<file path="src/verilog/asr_pkg.sv">
// constants shared by the converter status word logic
package asr_pkg;

    // ------------------------------------------------------------------
    // register map
    // ------------------------------------------------------------------
    localparam int ASR_ADDR_W = 6;
    localparam logic [5:0] ASR_STATUS_ADDR = 6'h01;
    localparam logic [15:0] ASR_STATUS_RESET = 16'h0500;
    localparam logic [15:0] ASR_UNMAPPED_DATA = 16'h0000;

    // ------------------------------------------------------------------
    // field positions of the status word
    // ------------------------------------------------------------------
    localparam int ASR_LOCK_BIT = 15;
    localparam int ASR_RESYNC_BIT = 14;
    localparam int ASR_MAPCRC_BIT = 13;
    localparam int ASR_CRCERR_BIT = 12;
    localparam int ASR_CRCTYPE_BIT = 11;
    localparam int ASR_RSTOCC_BIT = 10;
    localparam int ASR_WLEN_LSB = 8;
    localparam int ASR_RSVD_LSB = 4;
    localparam int ASR_NEWDATA_LSB = 0;

    // ------------------------------------------------------------------
    // field values and reset values
    // ------------------------------------------------------------------
    localparam logic ASR_LOCK_RESET = 1'b0;
    localparam logic ASR_CRC_CCITT = 1'b0;
    localparam logic ASR_CRC_ANSI = 1'b1;
    localparam logic ASR_RSTOCC_RESET = 1'b1;
    localparam logic ASR_FLAG_RESET = 1'b0;
    localparam logic [3:0] ASR_RSVD_VALUE = 4'h0;
    localparam logic [1:0] ASR_WLEN_16 = 2'h0;
    localparam logic [1:0] ASR_WLEN_24 = 2'h1;
    localparam logic [1:0] ASR_WLEN_32_ZERO = 2'h2;
    localparam logic [1:0] ASR_WLEN_32_SIGN = 2'h3;
    localparam logic [1:0] ASR_WLEN_RESET = 2'h1;

    // ------------------------------------------------------------------
    // data path sizes
    // ------------------------------------------------------------------
    localparam int ASR_CHANNELS = 4;
    localparam int ASR_SAMPLE_W = 24;
    localparam int ASR_WORD_W = 32;

endpackage

</file>
<file path="src/verilog/asr_flag.sv">
// sticky event flag whose set beats a simultaneous clear
module asr_flag
#(
    parameter logic RESET_VAL = 1'b0
)
(
    input wire logic sys_clk,
    input wire logic rst_b,
    input wire logic set_pulse,
    input wire logic clr_pulse,
    output logic flag
);

    typedef struct packed
    {
        logic flag;
    } asr_flag_st_t;

    asr_flag_st_t st_r;
    asr_flag_st_t st_nxt;

    always_comb
    begin
        st_nxt = st_r;
        if (set_pulse)
        begin
            st_nxt.flag = 1'b1;
        end
        else if (clr_pulse)
        begin
            st_nxt.flag = 1'b0;
        end
    end

    always_ff @(posedge sys_clk or negedge rst_b)
    begin
        if (!rst_b)
        begin
            st_r <= '{flag: RESET_VAL};
        end
        else
        begin
            st_r <= st_nxt;
        end
    end

    assign flag = st_r.flag;

endmodule

</file>
<file path="src/verilog/asr_fmt.sv">
// packs one 24-bit conversion result into an output word per word size code
module asr_fmt
(
    input wire logic sys_clk,
    input wire logic rst_b,
    input wire logic load,
    input wire logic [1:0] word_size_code,
    input wire logic [asr_pkg::ASR_SAMPLE_W-1:0] sample,
    output logic [asr_pkg::ASR_WORD_W-1:0] word
);

    typedef struct packed
    {
        logic [asr_pkg::ASR_WORD_W-1:0] word;
    } asr_fmt_st_t;

    asr_fmt_st_t st_r;
    asr_fmt_st_t st_nxt;

    always_comb
    begin
        st_nxt = st_r;
        if (load)
        begin
            case (word_size_code)
                asr_pkg::ASR_WLEN_16:
                begin
                    st_nxt.word = {16'h0000, sample[23:8]};
                end
                asr_pkg::ASR_WLEN_24:
                begin
                    st_nxt.word = {8'h00, sample};
                end
                asr_pkg::ASR_WLEN_32_ZERO:
                begin
                    st_nxt.word = {sample, 8'h00};
                end
                asr_pkg::ASR_WLEN_32_SIGN:
                begin
                    st_nxt.word = {{8{sample[23]}}, sample};
                end
                default:
                begin
                    st_nxt.word = {8'h00, sample};
                end
            endcase
        end
    end

    always_ff @(posedge sys_clk or negedge rst_b)
    begin
        if (!rst_b)
        begin
            st_r <= '{word: 32'h0000_0000};
        end
        else
        begin
            st_r <= st_nxt;
        end
    end

    assign word = st_r.word;

endmodule

</file>
<file path="src/verilog/asr_status.sv">
// status word of the converter host interface with per-channel output words
//
// Behaviour
// - status word lives at register address 1h and resets to 0500h.
// - bit 15 shows interface lock state; zero after reset.
// - bit 14 sets on each converter resynchronization; zero after reset.
// - bit 13 sets when register map checksum changes; zero after reset.
// - bit 12 sets on input data CRC error; zero after reset.
// - bit 11 shows CRC polynomial, 0 CCITT default, 1 ANSI.
// - bit 10 reads 1 after a reset, 0 once the status word has been read.
// - bits 9:8 show word length: 16, 24 default, 32 zero padded.
// - code 11b gives 32-bit words with sign extended 24-bit results.
// - reserved bits 7:4 always read 0000b.
// - bit 3 shows channel 3 new data; zero after reset.
// - bit 2 shows channel 2 new data; zero after reset.
module asr_status
(
    input wire logic sys_clk,
    input wire logic rst_b,
    input wire logic lock_state,
    input wire logic resync_pulse,
    input wire logic map_crc_change_pulse,
    input wire logic input_crc_error_pulse,
    input wire logic crc_type_cfg,
    input wire logic [1:0] word_size_cfg,
    input wire logic [asr_pkg::ASR_CHANNELS-1:0] chan_new_data_pulse,
    input wire logic [asr_pkg::ASR_CHANNELS-1:0] chan_data_taken,
    input wire logic [asr_pkg::ASR_CHANNELS*asr_pkg::ASR_SAMPLE_W-1:0] chan_sample,
    input wire logic [asr_pkg::ASR_ADDR_W-1:0] reg_addr,
    input wire logic reg_rd,
    input wire logic reg_wr,
    input wire logic [15:0] reg_wdata,
    output logic [15:0] reg_rdata,
    output logic reg_rvalid,
    output logic [15:0] status_word,
    output logic [asr_pkg::ASR_CHANNELS*asr_pkg::ASR_WORD_W-1:0] chan_word
);

    // ------------------------------------------------------------------
    // state
    // ------------------------------------------------------------------
    typedef struct packed
    {
        logic [15:0] rdata;
        logic rvalid;
        logic [15:0] status;
        logic lock;
        logic crc_type;
        logic [1:0] word_size_code;
    } asr_status_st_t;

    asr_status_st_t st_r;
    asr_status_st_t st_nxt;

    logic status_hit;
    logic status_read;
    logic resync_event_flag;
    logic map_crc_flag;
    logic input_crc_flag;
    logic reset_seen_flag;
    logic [asr_pkg::ASR_CHANNELS-1:0] new_data_flag;
    logic [15:0] word_now;
    logic write_ignored;

    // ------------------------------------------------------------------
    // address decode
    // ------------------------------------------------------------------
    assign status_hit = (reg_addr == asr_pkg::ASR_STATUS_ADDR);
    assign status_read = reg_rd && status_hit;
    // writes reach no storage in this block
    assign write_ignored = reg_wr && status_hit && (reg_wdata != 16'h0000);

    // ------------------------------------------------------------------
    // sticky event flags, cleared by a host read of the status word
    // ------------------------------------------------------------------
    asr_flag #(.RESET_VAL(asr_pkg::ASR_FLAG_RESET)) u_resync
    (
        .sys_clk(sys_clk),
        .rst_b(rst_b),
        .set_pulse(resync_pulse),
        .clr_pulse(status_read),
        .flag(resync_event_flag)
    );

    asr_flag #(.RESET_VAL(asr_pkg::ASR_FLAG_RESET)) u_map_crc
    (
        .sys_clk(sys_clk),
        .rst_b(rst_b),
        .set_pulse(map_crc_change_pulse),
        .clr_pulse(status_read),
        .flag(map_crc_flag)
    );

    asr_flag #(.RESET_VAL(asr_pkg::ASR_FLAG_RESET)) u_in_crc
    (
        .sys_clk(sys_clk),
        .rst_b(rst_b),
        .set_pulse(input_crc_error_pulse),
        .clr_pulse(status_read),
        .flag(input_crc_flag)
    );

    // set out of reset, dropped by the first status read
    asr_flag #(.RESET_VAL(asr_pkg::ASR_RSTOCC_RESET)) u_reset_seen
    (
        .sys_clk(sys_clk),
        .rst_b(rst_b),
        .set_pulse(1'b0),
        .clr_pulse(status_read),
        .flag(reset_seen_flag)
    );

    // ------------------------------------------------------------------
    // per-channel new data flags and output words
    // ------------------------------------------------------------------
    genvar ch;
    generate
        for (ch = 0; ch < asr_pkg::ASR_CHANNELS; ch = ch + 1)
        begin : g_chan
            asr_flag #(.RESET_VAL(asr_pkg::ASR_FLAG_RESET)) u_new_data
            (
                .sys_clk(sys_clk),
                .rst_b(rst_b),
                .set_pulse(chan_new_data_pulse[ch]),
                .clr_pulse(chan_data_taken[ch]),
                .flag(new_data_flag[ch])
            );

            asr_fmt u_fmt
            (
                .sys_clk(sys_clk),
                .rst_b(rst_b),
                .load(chan_new_data_pulse[ch]),
                .word_size_code(st_r.word_size_code),
                .sample(chan_sample[ch*asr_pkg::ASR_SAMPLE_W +: asr_pkg::ASR_SAMPLE_W]),
                .word(chan_word[ch*asr_pkg::ASR_WORD_W +: asr_pkg::ASR_WORD_W])
            );
        end
    endgenerate

    // ------------------------------------------------------------------
    // status word assembly
    // ------------------------------------------------------------------
    always_comb
    begin
        word_now = 16'h0000;
        word_now[asr_pkg::ASR_LOCK_BIT] = st_r.lock;
        word_now[asr_pkg::ASR_RESYNC_BIT] = resync_event_flag;
        word_now[asr_pkg::ASR_MAPCRC_BIT] = map_crc_flag;
        word_now[asr_pkg::ASR_CRCERR_BIT] = input_crc_flag;
        word_now[asr_pkg::ASR_CRCTYPE_BIT] = st_r.crc_type;
        word_now[asr_pkg::ASR_RSTOCC_BIT] = reset_seen_flag;
        word_now[asr_pkg::ASR_WLEN_LSB +: 2] = st_r.word_size_code;
        word_now[asr_pkg::ASR_RSVD_LSB +: 4] = asr_pkg::ASR_RSVD_VALUE;
        word_now[asr_pkg::ASR_NEWDATA_LSB +: 4] = new_data_flag;
    end

    // ------------------------------------------------------------------
    // next state
    // ------------------------------------------------------------------
    always_comb
    begin
        st_nxt = st_r;
        st_nxt.lock = lock_state;
        st_nxt.crc_type = crc_type_cfg;
        st_nxt.word_size_code = word_size_cfg;
        st_nxt.status = word_now;
        st_nxt.rvalid = reg_rd;
        if (reg_rd)
        begin
            if (status_hit)
            begin
                st_nxt.rdata = word_now;
            end
            else
            begin
                st_nxt.rdata = asr_pkg::ASR_UNMAPPED_DATA;
            end
        end
        if (write_ignored)
        begin
            st_nxt.status = word_now;
        end
    end

    // ------------------------------------------------------------------
    // registers
    // ------------------------------------------------------------------
    always_ff @(posedge sys_clk or negedge rst_b)
    begin
        if (!rst_b)
        begin
            st_r <= '{rdata: 16'h0000,
                      rvalid: 1'b0,
                      status: asr_pkg::ASR_STATUS_RESET,
                      lock: asr_pkg::ASR_LOCK_RESET,
                      crc_type: asr_pkg::ASR_CRC_CCITT,
                      word_size_code: asr_pkg::ASR_WLEN_RESET};
        end
        else
        begin
            st_r <= st_nxt;
        end
    end

    assign reg_rdata = st_r.rdata;
    assign reg_rvalid = st_r.rvalid;
    assign status_word = st_r.status;

endmodule
</file>
<file path="config.mk">
export PLATFORM = sky130hd
export DESIGN_NAME = asr_status
export DESIGN_NICKNAME = d
export VERILOG_FILES = /design/src/verilog/asr_pkg.sv /design/src/verilog/asr_flag.sv /design/src/verilog/asr_fmt.sv /design/src/verilog/asr_status.sv
export SDC_FILE = /design/constraint.sdc
export NUM_CORES = 1
export LEC_CHECK = 0
export BUFFER_PORTS_ARGS = -buffer_cell sky130_fd_sc_hd__buf_2
export CAP_MARGIN = 40
export CORE_MARGIN = 3
export CORE_UTILIZATION = 40
export DETAILED_ROUTE_END_ITERATION = 6
export PLACE_DENSITY = 0.78
export SYNTH_ARGS = -nofsm -noshare
export SYNTH_HDL_FRONTEND = slang
export SYNTH_SLANG_ARGS = --single-unit
export TNS_END_PERCENT = 100
</file>
<file path="constraint.sdc">
create_clock -name sys_clk -period 3.9 [get_ports sys_clk]
set_input_delay 0.78 -clock sys_clk [delete_from_list [all_inputs] [get_ports sys_clk]]
set_output_delay 0.78 -clock sys_clk [all_outputs]
set_load 0.005 [all_outputs]
</file>
== Word-level counts from Yosys, hierarchy flattened ==
Cells that the tools add are included.
Word-level totals
  bits in registers: 169
  word-level logic and storage cells: 48
  bits of input ports: 137
  output and inout port bits: 161
Operators by class
  equality and inequality tests: 4
  reduce and logical (&&, ||, !) cells: 9
  muxes and demuxes: 17
Operators by type and width (count)
  case mux 32 bit (4 select lines): 4
  two-way mux 16 bit: 1
  nonzero test 2 bit: 7
  two-way mux 1 bit: 12
  equality test 6 x 1 -> 1 bit (second input constant): 1
  equality test 2 bit (second input constant): 2
  equality test 2 x 1 -> 1 bit (second input constant): 1
  logical NOT 2 bit: 1
  logical AND 1 bit: 1

== Logic depth before layout (Yosys ltp) ==
  word-level depth: 4
  depth in mapped cells: 5
  gate-level depth less buffers: 2

== By module ==
Synthesis repeated with hierarchy kept, for this count alone.
Unflattened totals
  cells, all modules: 785
  area total of the unflattened synthesis: 8007.7 um^2
Modules (own cells, without submodules)
  asr_fmt: cells an instance 170, sequential area each 800.8 um^2, times used 4, area each 1646.6 um^2
  asr_status: cells an instance 81, sequential area each 729.4 um^2, times used 1, area each 1129.8 um^2
  asr_flag (g_chan[0].u_new_data ...): cells an instance 3, sequential area each 25.0 um^2, times used 7, area each 36.3 um^2
  asr_flag (u_reset_seen): cells an instance 3, sequential area each 26.3 um^2, times used 1, area each 37.5 um^2

== Worst setup path before layout ==
OpenSTA, ideal clock, no wires.
  path kind: input-to-reg
  from: input port reg_addr[2] (netlist bit)
  to: register u_in_crc.st_r (netlist: u_in_crc.flag)
  setup slack: 2.011 ns
  path buffers: 1
  library setup time: 0.126 ns
  stages: 3
  arrival: 1.763 ns
  data required time: 3.774 ns
  cells stage by stage: or4b_1 -> buf_6 -> o32a_1
Between the ends
  longest elaborated chain between the ends: 3
RTL lines
  from (decl): line asr_status.sv:29  | input wire logic [asr_pkg::ASR_ADDR_W-1:0] reg_addr,
  equality test 6 x 1 -> 1 bit: line asr_status.sv:68  | assign status_hit = (reg_addr == asr_pkg::ASR_STATUS_ADDR);
  logical AND 1 bit: line asr_status.sv:69  | assign status_read = reg_rd && status_hit;
  nonzero test 2 bit (no source line)
  to (signal assigned): line asr_flag.sv:39  | st_r <= '{flag: RESET_VAL};
  to (signal assigned): line asr_flag.sv:43  | st_r <= st_nxt;
  to (decl): line asr_flag.sv:19  | asr_flag_st_t st_r;
Every way passes these cells.
A chain may end at the register's enable or synchronous reset.

== Worst setup path after layout ==
  from: register st_r, in the netlist st_nxt[12]
  to: register st_r, in the netlist reg_rdata[8]
Between the ends
  longest elaborated chain between the ends: 1
RTL lines
  from (decl): line asr_status.sv:52  | asr_status_st_t st_r;
  from (signal assigned): line asr_status.sv:193  | st_r <= '{rdata: 16'h0000,
  from (signal assigned): line asr_status.sv:202  | st_r <= st_nxt;
  two-way mux 16 bit: line asr_status.sv:171  | if (status_hit)
Every way passes these cells.

==> results.txt <==
CTS tree: built
Worst-case reg-to-reg path depth: 3
Final Max Slew Viols: 0
Pin count of the biggest net entering global routing: 82
Final Hold Fails: 0
VDD IR-drop max: 0.265 mV
Core Box Area: 19100 um2
Post-synth cell types: 28
Gr ovfl total: 0
CP cell instances: buf_4 -> inv_1 -> o41ai_2
Port Buffers: 272
Synthesized area per cell: 10.1 um2
DRC: 0
Die Area: 21500 um2
Worst R2R Setup Slack: 1.80 ns
Sequential cell area: 4140 um2
Fraction of layout cells with a size suffix above 1: 35.8%
CTS root buf: clkbuf_16
Footprint of the multi-input gates: 3250 um2
Net Switching: 0.00119 W
Die Span X: 147 um
Antenna violations before repair: 0
Pint: 0.00301 W
H-tree depth: 4
Most frequent cells in the layout: buf_2, dfrtp_1, nand2_1
Clk_skew: 0.00838 ns
Pre-antenna DRT Iters: 5
Antenna diode count: 0
Crit Path Class: flop to flop
Starting DRC count in detailed routing: 324
Layout Nets: 1150
Chip Height: 147 um
Rel. slew slack: 40.8%
Routability cong.: 0.818
Routed wire per std cell: 16.6 um
Global Route Usage Sum: 19.5%
Worst slack, placed: 1.43 ns
CTS Buf Count: 17
Max stage delay cell, worst path: dfstp_4
Total number of vias: 6674
Hold crit path type: input port to async pin
Final setup viols: 0
Part of the power in the clock network: 37.9%
Arr. time, crit path: 2.40 ns
Setup Fix Bufs, Post-CTS: 0
First-pass GRT wire length: 34.5 mm
Vias per Instance: 5.19
Achievable Freq: 0.477 GHz
WP data required: 4.21 ns
RSZ-0062 raised after global routing: no
Pleak: 4.80 nW
Post-synthesis cell count: 786
Total negative slack: 0 ns
RR Endpoint: reg_rdata[8]$_DFFE_PN0P_
Initial Utilization: 41.5%
Crit end category: flop
Grt met1 use: 25.7%
Buffers and inverters on the worst path: 2
Status: complete, no violations
PD cells: 424 nW/um2
Worst Setup Start Kind: flop
Clk slew on worst S/H paths: 0.07 ns
Met3 usage: 4.97%
Seq pwr share: 46.6%
P&R area growth vs syn: 25.4%
Commonest non-fill, non-tap cell in the layout: buf_2
Slew @ Worst Pin: 0.889 ns
Post-CTS sizing: 0
Cell family with most CP delay: flip-flops
Worst r2r src: st_nxt[12]$_DFF_PN1_
Mapped cell area: 7910 um2
Final Critical Period: 2.10 ns
Post-route antenna net violation count: 0
Ports: 298
Grt met2 use: 31.8%
Dpl hpwl: 15.1 mm
Combinational fraction of design power: 15.4%
Syn. warnings: 0
Clock sink count: 165
Vias in the first global route: 6373
Number of filler cells placed in the layout: 1747
Part of the Yosys area used for sequential elements: 52.2%
Crit-path max FO: 81
Hold_buf cts: 0
Top Usage Layer GRT: met2
Worst skew pair latency: 0.41 ns
CTS max path bufs: 2
Max-Cap Viols: 0
DRT Wirelength: 21.3 mm
Row count: 50
Slowest cell delay on critical path: 1.09 ns
Final worst slack: 1.80 ns
Final worst path period share: 53.7%
PnR Total Power: 0.00420 W
Net switching fraction of the power: 28.4%
#FFs+latches synth: 165
[registers in the layout, summed over array words and instances, names as in the netlist]
signal / cells
u_in_crc.flag: 1
st_nxt: 4
reg_rdata: 12
reg_rvalid: 1
u_reset_seen.flag: 1
status_word: 12
g_chan.u_new_data.flag: 4
u_resync.flag: 1
g_chan.u_fmt.word: 128
u_map_crc.flag: 1
[per-layer routing]
layer	wire length (um)	share of wire (%)	vias to the layer above
li1	-	-	3180
met5	0	0	-
met4	386	1.8	0
met2	10500	49	214
met3	1330	6.3	24
met1	9050	42	3256
[stage by stage]
step | instances | area, um2 | utilization [%] | hold slack [ns]
finish | 1286 | 9920 | 52.0 | 0.366
global route | 1286 | 9920 | 52.0 | 0.380
CTS | 1286 | 9920 | 52.0 | 0.377
detailed placement | 1254 | 9360 | 49.1 | 0.363
global placement | 1253 | 9340 | 49.0 | 0.358
floorplan | 793 | 7940 | - | 0.349
[kinds of logic after synthesis]
family                 synth area share [%]
AOI/OAI and AO/OA                      13.7
buffers and inverters                  7.05
DFF                                    52.2
muxes                                  7.59
other                                0.0474
and+or+nand+nor                        19.4
[worst register-to-register path: cells and delay by family (launching register included)]
kind / cells / cell delay (ns)
AO/OA/AOI/OAI: 1 / 0.32
flip-flops: 1 / 1.09
buffers and inverters: 2 / 0.57
[area by class of cell]
class	count	share of cell area [%]
tap	260	3.28
sequential	165	41.7
clock buffer	18	4.43
inverter	44	1.66
multi-input combinational	501	32.7
timing repair buffer	284	14.9
clock inverter	14	1.20
[Yosys cell counts]
library cell | instances | share of area, %
inv_1 | 44 | 2.1
o22ai_1 | 28 | 2.2
nand2b_1 | 49 | 3.9
o21bai_1 | 4 | 0.38
buf_4 | 10 | 0.95
nand3_1 | 36 | 2.3
o32a_1 | 3 | 0.38
nand2_1 | 68 | 3.2
o31a_2 | 1 | 0.13
clkbuf_1 | 46 | 2.2
mux2i_1 | 60 | 7.6
o41ai_1 | 2 | 0.22
o211ai_1 | 32 | 3.0
or3b_2 | 32 | 3.5
buf_1 | 9 | 0.43
dfstp_2 | 4 | 1.3
dfrtp_1 | 161 | 51
buf_6 | 1 | 0.14
or4b_1 | 1 | 0.13
conb_1 | 1 | 0.047
o21ai_0 | 4 | 0.25
buf_2 | 16 | 1.0
nand3b_1 | 32 | 3.0
a31oi_1 | 64 | 5.1
o41ai_2 | 10 | 2.1
buf_12 | 1 | 0.25
or2_2 | 3 | 0.24
nor2_1 | 64 | 3.0
[how the worst max path moves through the flow]
stage	startpoint	endpoint	slack, ns	depth (start not counted)
4_1_cts	st_nxt[12]$_DFF_PN1_	reg_rdata[8]$_DFFE_PN0P_	1.82	3
2_1_floorplan	reg_addr[2]	u_in_crc.flag$_DFFE_PN0P_	2.01	3
3_3_place_gp	reg_rd	u_resync.flag$_DFFE_PN0P_	1.52	3
6_report	st_nxt[12]$_DFF_PN1_	reg_rdata[8]$_DFFE_PN0P_	1.80	3
3_5_place_dp	reg_rd	reg_rdata[15]$_DFFE_PN0P_	1.43	3
5_1_grt	st_nxt[12]$_DFF_PN1_	reg_rdata[8]$_DFFE_PN0P_	1.68	3
[power groups by stage]
stage / registers, W / clock network, W / logic, W
finish: 0.00196 / 0.00159 / 0.000648
global route: 0.00198 / 0.00172 / 0.000721
floorplan: 0.00198 / 0 / 0.000319
CTS: 0.00196 / 0.00164 / 0.000657
global placement: 0.00200 / 0 / 0.000631
detailed placement: 0.00199 / 0 / 0.000657
No activity file was read; power rests on OpenSTA's default activity.
